[src/i2c_reg_pkg.sv]
// constants shared by the two-wire register slave and its crc engine
// assumes a single 10 MHz core clock; bus pins are sampled, not used as clocks
package i2c_reg_pkg;

    // default bus address of the device, even member of the address pair
    localparam logic [6:0] DEV_ADDR_DEFAULT = 7'h6C;

    // crc polynomials and seeds, msb first
    localparam logic [3:0] CRC4_POLY = 4'h3;
    localparam logic [3:0] CRC4_SEED = 4'hF;
    localparam logic [7:0] CRC8_POLY = 8'hD5;
    localparam logic [7:0] CRC8_SEED = 8'hFF;

    // received byte position
    localparam logic [1:0] IDX_SLAVE = 2'h0;
    localparam logic [1:0] IDX_MEMADDR = 2'h1;
    localparam logic [1:0] IDX_LEN = 2'h2;
    localparam logic [1:0] IDX_DATA = 2'h3;

    localparam logic [2:0] LAST_BIT = 3'h7;
    localparam logic [2:0] NIBBLE_BITS = 3'h4;
    localparam logic [2:0] CNT_MAX = 3'h7;
    // largest length code allowed in a protected frame (4 bytes)
    localparam logic [3:0] MAX_LEN_CODE = 4'h3;
    // byte sent once a protected read has run past its crc
    localparam logic [7:0] IDLE_BYTE = 8'hFF;

    typedef enum logic [2:0] {
        ST_IDLE = 3'b000,
        ST_RX = 3'b001,
        ST_ACK = 3'b010,
        ST_TX = 3'b011,
        ST_MACK = 3'b100
    } link_state_t;

endpackage

[src/crc_bit_engine.sv]
// bit-serial crc4 and crc8 accumulators, msb first
// assumes enables are single-cycle pulses from the same clock domain
`timescale 1ns/1ns
`default_nettype none

module crc_bit_engine
    import i2c_reg_pkg::*;
(
    input wire logic clk,
    input wire logic rst,
    input wire logic init,
    input wire logic en4,
    input wire logic en8,
    input wire logic bit_in,
    output logic [3:0] crc4,
    output logic [7:0] crc8
);

    logic [3:0] crc4_reg;
    logic [3:0] crc4_next;
    logic [7:0] crc8_reg;
    logic [7:0] crc8_next;

    // one shift step per enabled bit; init wins so a new frame starts clean
    always_comb
    begin
        crc4_next = crc4_reg;
        crc8_next = crc8_reg;
        if (init)
        begin
            crc4_next = CRC4_SEED;
            crc8_next = CRC8_SEED;
        end
        else
        begin
            if (en4)
            begin
                crc4_next = {crc4_reg[2:0], 1'b0} ^
                    ((bit_in ^ crc4_reg[3]) ? CRC4_POLY : 4'h0);
            end
            if (en8)
            begin
                crc8_next = {crc8_reg[6:0], 1'b0} ^
                    ((bit_in ^ crc8_reg[7]) ? CRC8_POLY : 8'h00);
            end
        end
    end

    always_ff @(posedge clk or posedge rst)
    begin
        if (rst)
        begin
            crc4_reg <= CRC4_SEED;
            crc8_reg <= CRC8_SEED;
        end
        else
        begin
            crc4_reg <= crc4_next;
            crc8_reg <= crc8_next;
        end
    end

    assign crc4 = crc4_reg;
    assign crc8 = crc8_reg;

endmodule
`default_nettype wire

[src/sensor_register_i2c_slave.sv]
// two-wire slave giving a bus master access to 16-bit register memory
// assumes the memory answers mem_rdata combinationally for mem_addr
// Notes on behaviour
// - random write stores bytes at consecutive addresses
// - plain random read returns consecutive bytes until the master ends
// - read-last restarts from the last set address
// - 7-bit address; lowest bit picks frame type
// - bit 0 plain framing, 1 crc framing
// - answers on the even and odd address
// - plain and crc frames interleave
// - crc read-last repeats byte count, then crc8
// - low byte then high byte, msb first
// - crc4 poly 0x03 seed 0x0F; crc8 poly 0xD5 seed 0xFF
// - crc mismatch sets sticky fault flag
`timescale 1ns/1ns
`default_nettype none

module sensor_register_i2c_slave
    import i2c_reg_pkg::*;
#(
    parameter logic [6:0] DEV_ADDR = DEV_ADDR_DEFAULT
)
(
    input wire logic clk,
    input wire logic rst,
    input wire logic scl_in,
    input wire logic sda_in,
    output logic sda_out,
    output logic sda_oe_n,
    output logic [7:0] mem_addr,
    output logic [15:0] mem_wdata,
    output logic mem_we,
    input wire logic [15:0] mem_rdata,
    output logic crc_fault,
    input wire logic crc_fault_clr
);

    logic [1:0] scl_sync_reg;
    logic [1:0] sda_sync_reg;
    logic scl_prev_reg;
    logic sda_prev_reg;
    logic [1:0] scl_sync_next;
    logic [1:0] sda_sync_next;
    logic scl;
    logic sda;
    logic scl_rise;
    logic scl_fall;
    logic bus_start;
    logic bus_stop;

    link_state_t state_reg, state_next;
    logic [2:0] bit_cnt_reg, bit_cnt_next;
    logic [7:0] shift_reg, shift_next;
    logic [1:0] byte_idx_reg, byte_idx_next;
    logic done_reg, done_next;
    logic ack_reg, ack_next;
    logic rw_reg, rw_next;
    logic crc_mode_reg, crc_mode_next;
    logic [7:0] start_addr_reg, start_addr_next;
    logic [7:0] cur_addr_reg, cur_addr_next;
    logic [3:0] len_reg, len_next;
    logic [2:0] data_cnt_reg, data_cnt_next;
    logic [7:0] wlo_reg, wlo_next;
    logic [31:0] wbuf_reg, wbuf_next;
    logic [7:0] tx_shift_reg, tx_shift_next;
    logic tx_data_reg, tx_data_next;
    logic mack_ok_reg, mack_ok_next;
    logic [1:0] commit_left_reg, commit_left_next;
    logic commit_idx_reg, commit_idx_next;
    logic oe_n_reg, oe_n_next;
    logic [7:0] mem_addr_reg, mem_addr_next;
    logic [15:0] mem_wdata_reg, mem_wdata_next;
    logic mem_we_reg, mem_we_next;
    logic fault_reg, fault_next;

    logic crc_init;
    logic crc_en4;
    logic crc_en8;
    logic crc_bit;
    logic [3:0] crc4_val;
    logic [7:0] crc8_val;
    logic [7:0] rx_byte;
    logic [3:0] len_plus;
    logic [3:0] cnt4;
    logic load;
    logic fault_set;

    // pin synchronisers; stage 0 feeds only stage 1
    always_comb
    begin
        scl_sync_next = {scl_sync_reg[0], scl_in};
        sda_sync_next = {sda_sync_reg[0], sda_in};
    end

    always_ff @(posedge clk or posedge rst)
    begin
        if (rst)
        begin
            scl_sync_reg <= 2'h3;
            sda_sync_reg <= 2'h3;
            scl_prev_reg <= 1'b1;
            sda_prev_reg <= 1'b1;
        end
        else
        begin
            scl_sync_reg <= scl_sync_next;
            sda_sync_reg <= sda_sync_next;
            scl_prev_reg <= scl_sync_reg[1];
            sda_prev_reg <= sda_sync_reg[1];
        end
    end

    // bus events seen on the clean copies
    assign scl = scl_sync_reg[1];
    assign sda = sda_sync_reg[1];
    assign scl_rise = scl & ~scl_prev_reg;
    assign scl_fall = ~scl & scl_prev_reg;
    assign bus_start = scl & scl_prev_reg & sda_prev_reg & ~sda;
    assign bus_stop = scl & scl_prev_reg & ~sda_prev_reg & sda;
    assign rx_byte = {shift_reg[6:0], sda};
    assign len_plus = len_reg + 4'h1;
    assign cnt4 = {1'b0, data_cnt_reg};

    crc_bit_engine crc_unit (
        .clk(clk),
        .rst(rst),
        .init(crc_init),
        .en4(crc_en4),
        .en8(crc_en8),
        .bit_in(crc_bit),
        .crc4(crc4_val),
        .crc8(crc8_val)
    );

    // frame sequencer; own sda changes only on scl falls, so no false starts
    always_comb
    begin
        state_next = state_reg;
        bit_cnt_next = bit_cnt_reg;
        shift_next = shift_reg;
        byte_idx_next = byte_idx_reg;
        done_next = done_reg;
        ack_next = ack_reg;
        rw_next = rw_reg;
        crc_mode_next = crc_mode_reg;
        start_addr_next = start_addr_reg;
        cur_addr_next = cur_addr_reg;
        len_next = len_reg;
        data_cnt_next = data_cnt_reg;
        wlo_next = wlo_reg;
        wbuf_next = wbuf_reg;
        tx_shift_next = tx_shift_reg;
        tx_data_next = tx_data_reg;
        mack_ok_next = mack_ok_reg;
        commit_left_next = commit_left_reg;
        commit_idx_next = commit_idx_reg;
        oe_n_next = oe_n_reg;
        mem_addr_next = mem_addr_reg;
        mem_wdata_next = mem_wdata_reg;
        mem_we_next = 1'b0;
        crc_init = 1'b0;
        crc_en4 = 1'b0;
        crc_en8 = 1'b0;
        crc_bit = sda;
        load = 1'b0;
        fault_set = 1'b0;
        // checked crc words committed one per cycle
        if (commit_left_reg != 2'h0)
        begin
            mem_we_next = 1'b1;
            mem_addr_next = start_addr_reg + {6'h00, commit_idx_reg, 1'b0};
            mem_wdata_next = commit_idx_reg ? wbuf_reg[31:16] : wbuf_reg[15:0];
            commit_left_next = commit_left_reg - 2'h1;
            commit_idx_next = ~commit_idx_reg;
        end
        if (bus_start)
        begin
            // (repeated) start: each header picks its framing
            state_next = ST_RX;
            bit_cnt_next = 3'h0;
            byte_idx_next = IDX_SLAVE;
            done_next = 1'b0;
            oe_n_next = 1'b1;
            crc_init = 1'b1;
        end
        else if (bus_stop)
        begin
            state_next = ST_IDLE;
            oe_n_next = 1'b1;
        end
        else
        begin
            unique case (state_reg)
                ST_IDLE:
                begin
                end
                ST_RX:
                begin
                    if (scl_rise && !done_reg)
                    begin
                        shift_next = rx_byte;
                        bit_cnt_next = bit_cnt_reg + 3'h1;
                        // crc4 covers header bits up to the length nibble
                        crc_en4 = (byte_idx_reg < IDX_LEN) ||
                            (byte_idx_reg == IDX_LEN && bit_cnt_reg < NIBBLE_BITS);
                        crc_en8 = byte_idx_reg == IDX_DATA && crc_mode_reg &&
                            cnt4 < len_plus;
                        if (bit_cnt_reg == LAST_BIT)
                        begin
                            done_next = 1'b1;
                            ack_next = 1'b1;
                            unique case (byte_idx_reg)
                                IDX_SLAVE:
                                begin
                                    // header bit 1 is frame type
                                    if (rx_byte[7:2] == DEV_ADDR[6:1])
                                    begin
                                        rw_next = rx_byte[0];
                                        crc_mode_next = rx_byte[1];
                                        byte_idx_next = IDX_MEMADDR;
                                        cur_addr_next = start_addr_reg;
                                        data_cnt_next = 3'h0;
                                    end
                                    else
                                    begin
                                        ack_next = 1'b0;
                                    end
                                end
                                IDX_MEMADDR:
                                begin
                                    start_addr_next = rx_byte;
                                    cur_addr_next = rx_byte;
                                    byte_idx_next = crc_mode_reg ? IDX_LEN : IDX_DATA;
                                end
                                IDX_LEN:
                                begin
                                    // longer frames refused
                                    if (crc4_val == rx_byte[3:0] &&
                                        rx_byte[7:4] <= MAX_LEN_CODE)
                                    begin
                                        len_next = rx_byte[7:4];
                                        byte_idx_next = IDX_DATA;
                                    end
                                    else
                                    begin
                                        fault_set = crc4_val != rx_byte[3:0];
                                        ack_next = 1'b0;
                                    end
                                end
                                IDX_DATA:
                                begin
                                    if (!crc_mode_reg)
                                    begin
                                        // low byte waits for high byte
                                        if (!cur_addr_reg[0])
                                        begin
                                            wlo_next = rx_byte;
                                        end
                                        else
                                        begin
                                            mem_we_next = 1'b1;
                                            mem_addr_next = {cur_addr_reg[7:1], 1'b0};
                                            mem_wdata_next = {rx_byte, wlo_reg};
                                        end
                                        cur_addr_next = cur_addr_reg + 8'h01;
                                    end
                                    else if (cnt4 < len_plus)
                                    begin
                                        // held until crc8 agrees
                                        wbuf_next[{data_cnt_reg[1:0], 3'b000} +: 8] = rx_byte;
                                        data_cnt_next = data_cnt_reg + 3'h1;
                                    end
                                    else if (cnt4 == len_plus && crc8_val == rx_byte)
                                    begin
                                        commit_left_next = len_reg[2:1] + {1'b0, len_reg[0]};
                                        commit_idx_next = 1'b0;
                                        data_cnt_next = data_cnt_reg + 3'h1;
                                    end
                                    else
                                    begin
                                        fault_set = cnt4 == len_plus;
                                        ack_next = 1'b0;
                                    end
                                end
                            endcase
                        end
                    end
                    else if (scl_fall && done_reg)
                    begin
                        done_next = 1'b0;
                        state_next = ack_reg ? ST_ACK : ST_IDLE;
                        oe_n_next = ~ack_reg;
                    end
                end
                ST_ACK:
                begin
                    if (scl_fall)
                    begin
                        oe_n_next = 1'b1;
                        state_next = ST_RX;
                        load = rw_reg;
                    end
                end
                ST_TX:
                begin
                    if (scl_rise)
                    begin
                        crc_bit = tx_shift_reg[7];
                        crc_en8 = tx_data_reg;
                    end
                    else if (scl_fall)
                    begin
                        if (bit_cnt_reg == LAST_BIT)
                        begin
                            oe_n_next = 1'b1;
                            state_next = ST_MACK;
                            bit_cnt_next = 3'h0;
                        end
                        else
                        begin
                            tx_shift_next = {tx_shift_reg[6:0], 1'b0};
                            oe_n_next = tx_shift_reg[6];
                            bit_cnt_next = bit_cnt_reg + 3'h1;
                        end
                    end
                end
                ST_MACK:
                begin
                    if (scl_rise)
                    begin
                        mack_ok_next = ~sda;
                    end
                    else if (scl_fall)
                    begin
                        // a nack ends the read and leaves the line released
                        load = mack_ok_reg;
                        state_next = ST_IDLE;
                    end
                end
                default:
                begin
                    state_next = ST_IDLE;
                end
            endcase
        end
        // next read byte: data, crc8, then idle fill
        if (load)
        begin
            state_next = ST_TX;
            bit_cnt_next = 3'h0;
            tx_data_next = 1'b0;
            if (crc_mode_reg && cnt4 == len_plus)
            begin
                tx_shift_next = crc8_val;
            end
            else if (crc_mode_reg && cnt4 > len_plus)
            begin
                tx_shift_next = IDLE_BYTE;
            end
            else
            begin
                tx_shift_next = cur_addr_reg[0] ? mem_rdata[15:8] : mem_rdata[7:0];
                tx_data_next = 1'b1;
                cur_addr_next = cur_addr_reg + 8'h01;
            end
            if (data_cnt_reg != CNT_MAX)
            begin
                data_cnt_next = data_cnt_reg + 3'h1;
            end
            oe_n_next = tx_shift_next[7];
        end
        // idle memory port follows the read word
        if (!mem_we_next)
        begin
            mem_addr_next = {cur_addr_next[7:1], 1'b0};
        end
        // a fault in the clearing cycle still sticks
        fault_next = fault_set | (fault_reg & ~crc_fault_clr);
    end

    always_ff @(posedge clk or posedge rst)
    begin
        if (rst)
        begin
            state_reg <= ST_IDLE;
            bit_cnt_reg <= 3'h0;
            shift_reg <= 8'h00;
            byte_idx_reg <= IDX_SLAVE;
            done_reg <= 1'b0;
            ack_reg <= 1'b0;
            rw_reg <= 1'b0;
            crc_mode_reg <= 1'b0;
            start_addr_reg <= 8'h00;
            cur_addr_reg <= 8'h00;
            len_reg <= 4'h0;
            data_cnt_reg <= 3'h0;
            wlo_reg <= 8'h00;
            wbuf_reg <= 32'h0000_0000;
            tx_shift_reg <= 8'h00;
            tx_data_reg <= 1'b0;
            mack_ok_reg <= 1'b0;
            commit_left_reg <= 2'h0;
            commit_idx_reg <= 1'b0;
            oe_n_reg <= 1'b1;
            mem_addr_reg <= 8'h00;
            mem_wdata_reg <= 16'h0000;
            mem_we_reg <= 1'b0;
            fault_reg <= 1'b0;
        end
        else
        begin
            state_reg <= state_next;
            bit_cnt_reg <= bit_cnt_next;
            shift_reg <= shift_next;
            byte_idx_reg <= byte_idx_next;
            done_reg <= done_next;
            ack_reg <= ack_next;
            rw_reg <= rw_next;
            crc_mode_reg <= crc_mode_next;
            start_addr_reg <= start_addr_next;
            cur_addr_reg <= cur_addr_next;
            len_reg <= len_next;
            data_cnt_reg <= data_cnt_next;
            wlo_reg <= wlo_next;
            wbuf_reg <= wbuf_next;
            tx_shift_reg <= tx_shift_next;
            tx_data_reg <= tx_data_next;
            mack_ok_reg <= mack_ok_next;
            commit_left_reg <= commit_left_next;
            commit_idx_reg <= commit_idx_next;
            oe_n_reg <= oe_n_next;
            mem_addr_reg <= mem_addr_next;
            mem_wdata_reg <= mem_wdata_next;
            mem_we_reg <= mem_we_next;
            fault_reg <= fault_next;
        end
    end

    // open drain: the driven level is always low, only the enable moves
    assign sda_out = 1'b0;
    assign sda_oe_n = oe_n_reg;
    assign mem_addr = mem_addr_reg;
    assign mem_wdata = mem_wdata_reg;
    assign mem_we = mem_we_reg;
    assign crc_fault = fault_reg;

endmodule
`default_nettype wire

[config.mk]
export PLATFORM = sky130hd
export DESIGN_NAME = sensor_register_i2c_slave
export DESIGN_NICKNAME = d
export VERILOG_FILES = /design/src/i2c_reg_pkg.sv /design/src/crc_bit_engine.sv /design/src/sensor_register_i2c_slave.sv
export SDC_FILE = /design/constraint.sdc
export NUM_CORES = 1
export LEC_CHECK = 0
export BUFFER_PORTS_ARGS = -buffer_cell sky130_fd_sc_hd__buf_4
export CORE_MARGIN = 3
export CORE_UTILIZATION = 55
export CTS_CLUSTER_DIAMETER = 150
export DETAILED_ROUTE_END_ITERATION = 7
export PLACE_DENSITY_LB_ADDON = 0.12
export SYNTH_ARGS = -nofsm -noshare
export SYNTH_HDL_FRONTEND = slang
export SYNTH_SLANG_ARGS = --single-unit
[constraint.sdc]
create_clock -name clk -period 4.35 [get_ports clk]
set_clock_uncertainty 0.2 [all_clocks]
set_input_delay 0.2175 -clock clk [delete_from_list [all_inputs] [get_ports clk]]
set_output_delay 0.2175 -clock clk [all_outputs]
set_load 0.1 [all_outputs]
## Yosys cells after proc, flatten, opt, wreduce, memory -nomap -nowiden

Cells that the tools add are included.

- Memories kept: 0
- ROM bits: 0
- Latch bits: 0
- Logic and storage cells: 316
- Output and inout bits: 28
- Bits in writable memories: 0
- Input port bits: 21
- Flip-flop bits (word level): 140

- $mul: 0
- Reductions and logical operators: 39
- Add/subtract/negate cells: 8
- $lt $le $gt $ge: 5
- Bitwise logic cells: 24
- Shift operators: 2
- Multiplexer cells: 173
- Eq/ne operators: 35
- Divide/modulo/power cells: 0

Operators with widths:

| kind | number |
|---|---|
| 2-to-1 mux 8 bit | 33 |
| 2-to-1 mux 16 bit | 10 |
| 2-to-1 mux 3 bit | 29 |
| 2-to-1 mux 1 bit | 69 |
| != test 5 bit (second input constant) | 8 |
| 2-to-1 mux 2 bit | 19 |
| bitwise mux 32 bit | 1 |
| variable shift 8 x 7 -> 32 bit (first input constant) | 1 |
| indexed part select 8 x 7 -> 32 bit | 1 |
| one-hot mux 8 bit (3 select lines) | 1 |
| AND reduction 7 bit | 3 |
| AND reduction 6 bit | 3 |
| != test 4 bit (second input constant) | 4 |
| AND reduction 8 bit | 2 |
| nonzero test 2 bit | 8 |
| one-hot mux 3 bit (5 select lines) | 1 |
| one-hot mux 3 bit (2 select lines) | 2 |
| AND reduction 4 bit | 3 |
| NOT 1 bit | 11 |
| AND reduction 5 bit | 2 |
| logical AND 1 bit | 9 |
| != test 3 x 2 -> 1 bit (second input constant) | 3 |
| AND reduction 9 bit | 1 |
| adder 8 x 1 -> 8 bit (second input constant) | 1 |
| 40 further kinds | 61 |

## Depth between registers and ports, before layout

- Depth in word-level cells: 14
- Gate-level depth with buffers: 10
- Depth with buffers taken out: 9

## Modules after synthesis

From an unflattened synthesis, not the netlist that was laid out.

- Cells, all modules: 780
- Area total of the unflattened synthesis: 7,712.4 um2

Modules (own cells, without submodules):

| module | cells an instance | area each (um2) | instances |
|---|---|---|---|
| sensor_register_i2c_slave | 731 | 7,148.1 | 1 |
| crc_bit_engine | 49 | 564.3 | 1 |

## Least setup slack after synthesis

Ideal clock, no wire load.

- Path kind: register to register
- From: register len_reg[0]
- To: register commit_left_reg[0]
- Stages on the path, launching flop included: 9
- Setup slack: 1.843 ns
- Arrival: 2.187 ns
- Path through: dfrtp_1 -> ha_1 -> inv_1 -> ha_1 -> nor2b_1 -> o21a_1 -> o21ai_0 -> or4_4 -> a31o_2

- Cells in the longest elaborated chain, start to end: 12

RTL lines:

| item | RTL line | text |
|---|---|---|
| start, declared | sensor_register_i2c_slave.sv:61 | `logic [3:0] len_reg, len_next;` |
| start signal, assigned | sensor_register_i2c_slave.sv:422 | `len_reg <= len_next;` |
| adder 4 x 1 -> 4 bit | sensor_register_i2c_slave.sv:121 | `assign len_plus = len_reg + 4'h1;` |
| equality test 3 x 4 -> 1 bit | sensor_register_i2c_slave.sv:273 | `else if (cnt4 == len_plus && crc8_val == rx_byte)` |
| logical AND 1 bit | sensor_register_i2c_slave.sv:273 |  |
| 2-to-1 mux 2 bit | sensor_register_i2c_slave.sv:273 |  |
| 2-to-1 mux 2 bit * | sensor_register_i2c_slave.sv:267 | `else if (cnt4 < len_plus)` |
| 2-to-1 mux 2 bit * | sensor_register_i2c_slave.sv:252 | `if (!crc_mode_reg)` |
| 2-to-1 mux 2 bit * | sensor_register_i2c_slave.sv:212 | `unique case (byte_idx_reg)` |
| 2-to-1 mux 2 bit * | sensor_register_i2c_slave.sv:208 | `if (bit_cnt_reg == LAST_BIT)` |
| 2-to-1 mux 2 bit * | sensor_register_i2c_slave.sv:199 | `if (scl_rise && !done_reg)` |
| 2-to-1 mux 2 bit * | sensor_register_i2c_slave.sv:193 | `unique case (state_reg)` |
| 2-to-1 mux 2 bit * | sensor_register_i2c_slave.sv:186 | `else if (bus_stop)` |
| 2-to-1 mux 2 bit * | sensor_register_i2c_slave.sv:176 | `if (bus_start)` |
| named net commit_left_next[0] | sensor_register_i2c_slave.sv:68 | `logic [1:0] commit_left_reg, commit_left_next;` |
| end signal, assigned | sensor_register_i2c_slave.sv:429 | `commit_left_reg <= commit_left_next;` |
| end, declared | sensor_register_i2c_slave.sv:68 |  |

Mark *: on every way through the listed nets, which the timed path passes. The rest lies on a longest branch.
A chain may end at the register's enable or synchronous reset.

## Worst setup path after layout

- From: register len_reg[0]
- To: register wbuf_reg[19]

- Cells in the longest elaborated chain, start to end: 3

RTL lines:

| item | RTL line | text |
|---|---|---|
| adder 4 x 1 -> 4 bit | sensor_register_i2c_slave.sv:121 |  |
| < comparator 3 x 4 -> 1 bit | sensor_register_i2c_slave.sv:267 |  |
| AND reduction 8 bit (no source line) | - |  |
| end signal, assigned | sensor_register_i2c_slave.sv:425 | `wbuf_reg <= wbuf_next;` |
| end, declared | sensor_register_i2c_slave.sv:64 | `logic [31:0] wbuf_reg, wbuf_next;` |

No other way between the ends.

==> summary.json <==
{
  "timing.final.crit_period_ns": 3.135,
  "yosys.area.top_type": "dfrtp_1",
  "insertion_delay_ns": 0.43,
  "avgRoutedWirePerCell_um": 18.06,
  "tritoncts_clock_tree": "done",
  "synth_cells": 767,
  "critical_path.endpoint_type": "flip-flop",
  "report.final.setup_viol": 0,
  "die_width_um": 122.2,
  "detailedRoute.firstPassIterationCount": 5,
  "cts_resized": 0,
  "cts-root-buf": "clkbuf_16",
  "die_area_um2": 14920,
  "start_util_pct": 57.41,
  "number_of_flops_mapped_to_enable_cells_by_yosys": 0,
  "unrepaired_setup_endpoints_after_global_routing": "false",
  "grt_overflow_total": 0,
  "grt_antenna_before_repair": 0,
  "criticalPathCategory": "reg -> reg",
  "maximum_number_of_pins_on_one_net_before_global_route_repair": 111,
  "mappedNetlistNets": 808,
  "critPathMaxStageDelay_ns": 0.58,
  "port_buffer_count": 47,
  "netlist_area_um2": 7422,
  "final_max_slew_viol_count": 0,
  "transition_time_at_the_pin_with_the_least_slew_margin_ns": 1.146,
  "layout_cells_sized_above_1_pct": 18.50,
  "global_route_wire_length_before_repair_mm": 29.43,
  "design.final.nets": 839,
  "globalRouteTotalUtil_pct": 25.41,
  "row_count": 41,
  "grt_pass1_vias": 5848,
  "totalWireLength_mm": 17.75,
  "clock_tree.buffer_depth": 2,
  "crit_path_max_fanout": 16,
  "synth_area_per_cell_um2": 9.677,
  "crit_required_ns": 4.43,
  "synth.area.top_cells": "dfrtp_1 (41%), dfstp_2 (6.7%), nand2_1 (6.1%), mux2_2 (4.6%), o21ai_0 (4.5%)",
  "synth.top_cell.area_share_pct": 40.80,
  "hpwlAfterDp_mm": 11.81,
  "outcome": "completed",
  "critPathTopFamily": "simple AND/OR/NAND/NOR gates",
  "critical_path_buf_inv_count": 1,
  "ant_nets": 0,
  "dr.first_iter.drc_count": 411,
  "gp_congestion": 0.9333,
  "worst_slack_ns": 1.215,
  "num_antenna_cells": 0,
  "number_of_placed_i_o_pins": 49,
  "crit_path_top_delay_cell": "nand3_1",
  "route.vias.total": 5800,
  "cts_sink_cnt": 140,
  "htree_num_levels": 4,
  "dp_slack_ns": 1.263,
  "critical_path.startpoint_type": "flip-flop",
  "ys_seq_elements": 140,
  "synthToLayoutAreaGrowth_pct": 13.84,
  "predominant_post_synthesis_flop_cell": "dfrtp_1",
  "die_y_um": 122.2,
  "hold_viol": 0,
  "synth.distinct_cells": 68,
  "layout_common_cells": "nand2_1 (121), dfrtp_1 (121), o21ai_0 (66)",
  "core-area_um2": 12930,
  "finalSetupTns_ns": 0,
  "synthesis.yosys.warnings": 0,
  "total_leakage_power_nw": 3.759,
  "largest_reg_flops": 32,
  "cts_buffers": 17,
  "min_delay_path_depth": 0,
  "final_core_util_pct": 65.36,
  "max_freq_mhz": 319.0,
  "clkSlewWorstSetupHoldPaths_ns": 0.06,
  "portion_of_the_clock_cycle_consumed_by_the_worst_path_in_the_final_layout_pct": 72.07,
  "drt_drc": 0,
  "routed_vias_inst": 5.900,
  "timing.critical_path.depth": 9,
  "cp.arrival_ns": 3.22,
  "sequence_of_cells_on_the_critical_path": "ha_1, inv_1, ha_1, nor2b_1, o21a_1, o21ai_0, nand3_1, nand2_1, o21ai_0",
  "cap_violations": 0,
  "pwr_cell_area_nw_per_um2": 361.4,
  "worstHoldPathType": "reg -> reg",
  "synth-seq-area-share_pct": 47.52,
  "synth_async_sr_flop_share_pct": 100.0,
  "post_cts.repair.setup_buffers": 0,
  "slew_headroom_pct": 23.04,
  "ir_worst_vdd_mv": 0.3070,
  "reg2regPathDepth": 9
}
[worst paths after layout]
kind / startpoint / to / slack, ns
worst min register to register: scl_sync_reg[0]$_DFF_PP1_ / scl_sync_reg[1]$_DFF_PP1_ / 0.16
worst min-delay path: scl_sync_reg[0]$_DFF_PP1_ / scl_sync_reg[1]$_DFF_PP1_ / 0.16
worst max register to register: len_reg[0]$_DFFE_PP0P_ / wbuf_reg[19]$_DFFE_PP0P_ / 1.22
min in group asynchronous: rst / mem_wdata[11]$_DFF_PP0_ / 0.36
worst max-delay path: len_reg[0]$_DFFE_PP0P_ / wbuf_reg[19]$_DFFE_PP0P_ / 1.22
max in group asynchronous: rst / start_addr_reg[7]$_DFFE_PP0P_ / 2.61
[where the power goes]
part / switching, mW / internal, mW
Combinational: 0.0896 / 0.0855
Clock: 0.570 / 0.876
Sequential: 0.0741 / 1.36
[worst reg2reg max path, cell delays in order, from the launching register on]
cell	delay, ns
dfrtp_1	0.41
ha_1	0.31
inv_1	0.10
ha_1	0.25
nor2b_1	0.14
o21a_1	0.18
o21ai_0	0.52
nand3_1	0.58
nand2_1	0.21
o21ai_0	0.10
[metrics by stage]
| stage | instances | instance area [µm²] | power [mW] | hold slack, ns |
|---|---|---|---|---|
| after global routing | 983 | 8449 | 3.162 | 0.1591 |
| after floorplan | 767 | 7422 | 1.564 | 0.02198 |
| after global placement | 947 | 7819 | 1.619 | 0.1274 |
| after CTS | 983 | 8449 | 3.084 | 0.1422 |
| final | 983 | 8449 | 3.053 | 0.1552 |
| after detailed placement | 947 | 7819 | 1.630 | 0.1266 |
[repair_timing]
action / 4_1_cts / 5_1_grt
endpoints found under the setup margin: 0 / 0
hold endpoints to repair: 93 / 0
hold buffers: 4 / 0
[layer usage]
layer  track usage [%]  part of all wire, %  vias up
met2             41.44                   49      172
met5                 0                    0        -
met3             5.850                  5.7       32
met1             33.56                   44     2851
li1                  -                    -     2745
met4             8.817                  1.6        0
[cell usage after synthesis, drive strengths merged, types with 11 or more instances]
cell type,instances
xor2,17
buf,20
inv,30
xnor2,14
mux2i,29
nand3,22
clkbuf,24
ha,20
nor2,47
dfstp,19
mux2,30
o21ai,75
a21oi,41
a221oi,12
nand2,122
nor3,11
dfrtp,121
[layout make-up]
class	count	area (µm²)
multi-input combinational	553	3568
inverter	30	117.6
timing repair buffer	56	430.4
clock buffer	19	452.9
clock inverter	13	137.6
fill	1047	4478
tap	172	215.2
sequential	140	3527
[cells by family (layout without fill, tap and decap cells)]
family                     Yosys count  after routing  share of synthesized area (%)
xor gates and xnor gates            34             34                          4.568
other                                1              1                        0.05052
adders and majority gates           20             20                          3.372
DFF                                140            140                          47.52
buffers and inverters               74            118                          4.434
and+or+nand+nor                    260            260                          16.61
AOI/OAI and AO/OA                  179            179                          14.94
muxes                               59             59                          8.513
Power figures use the tool's default switching activity.
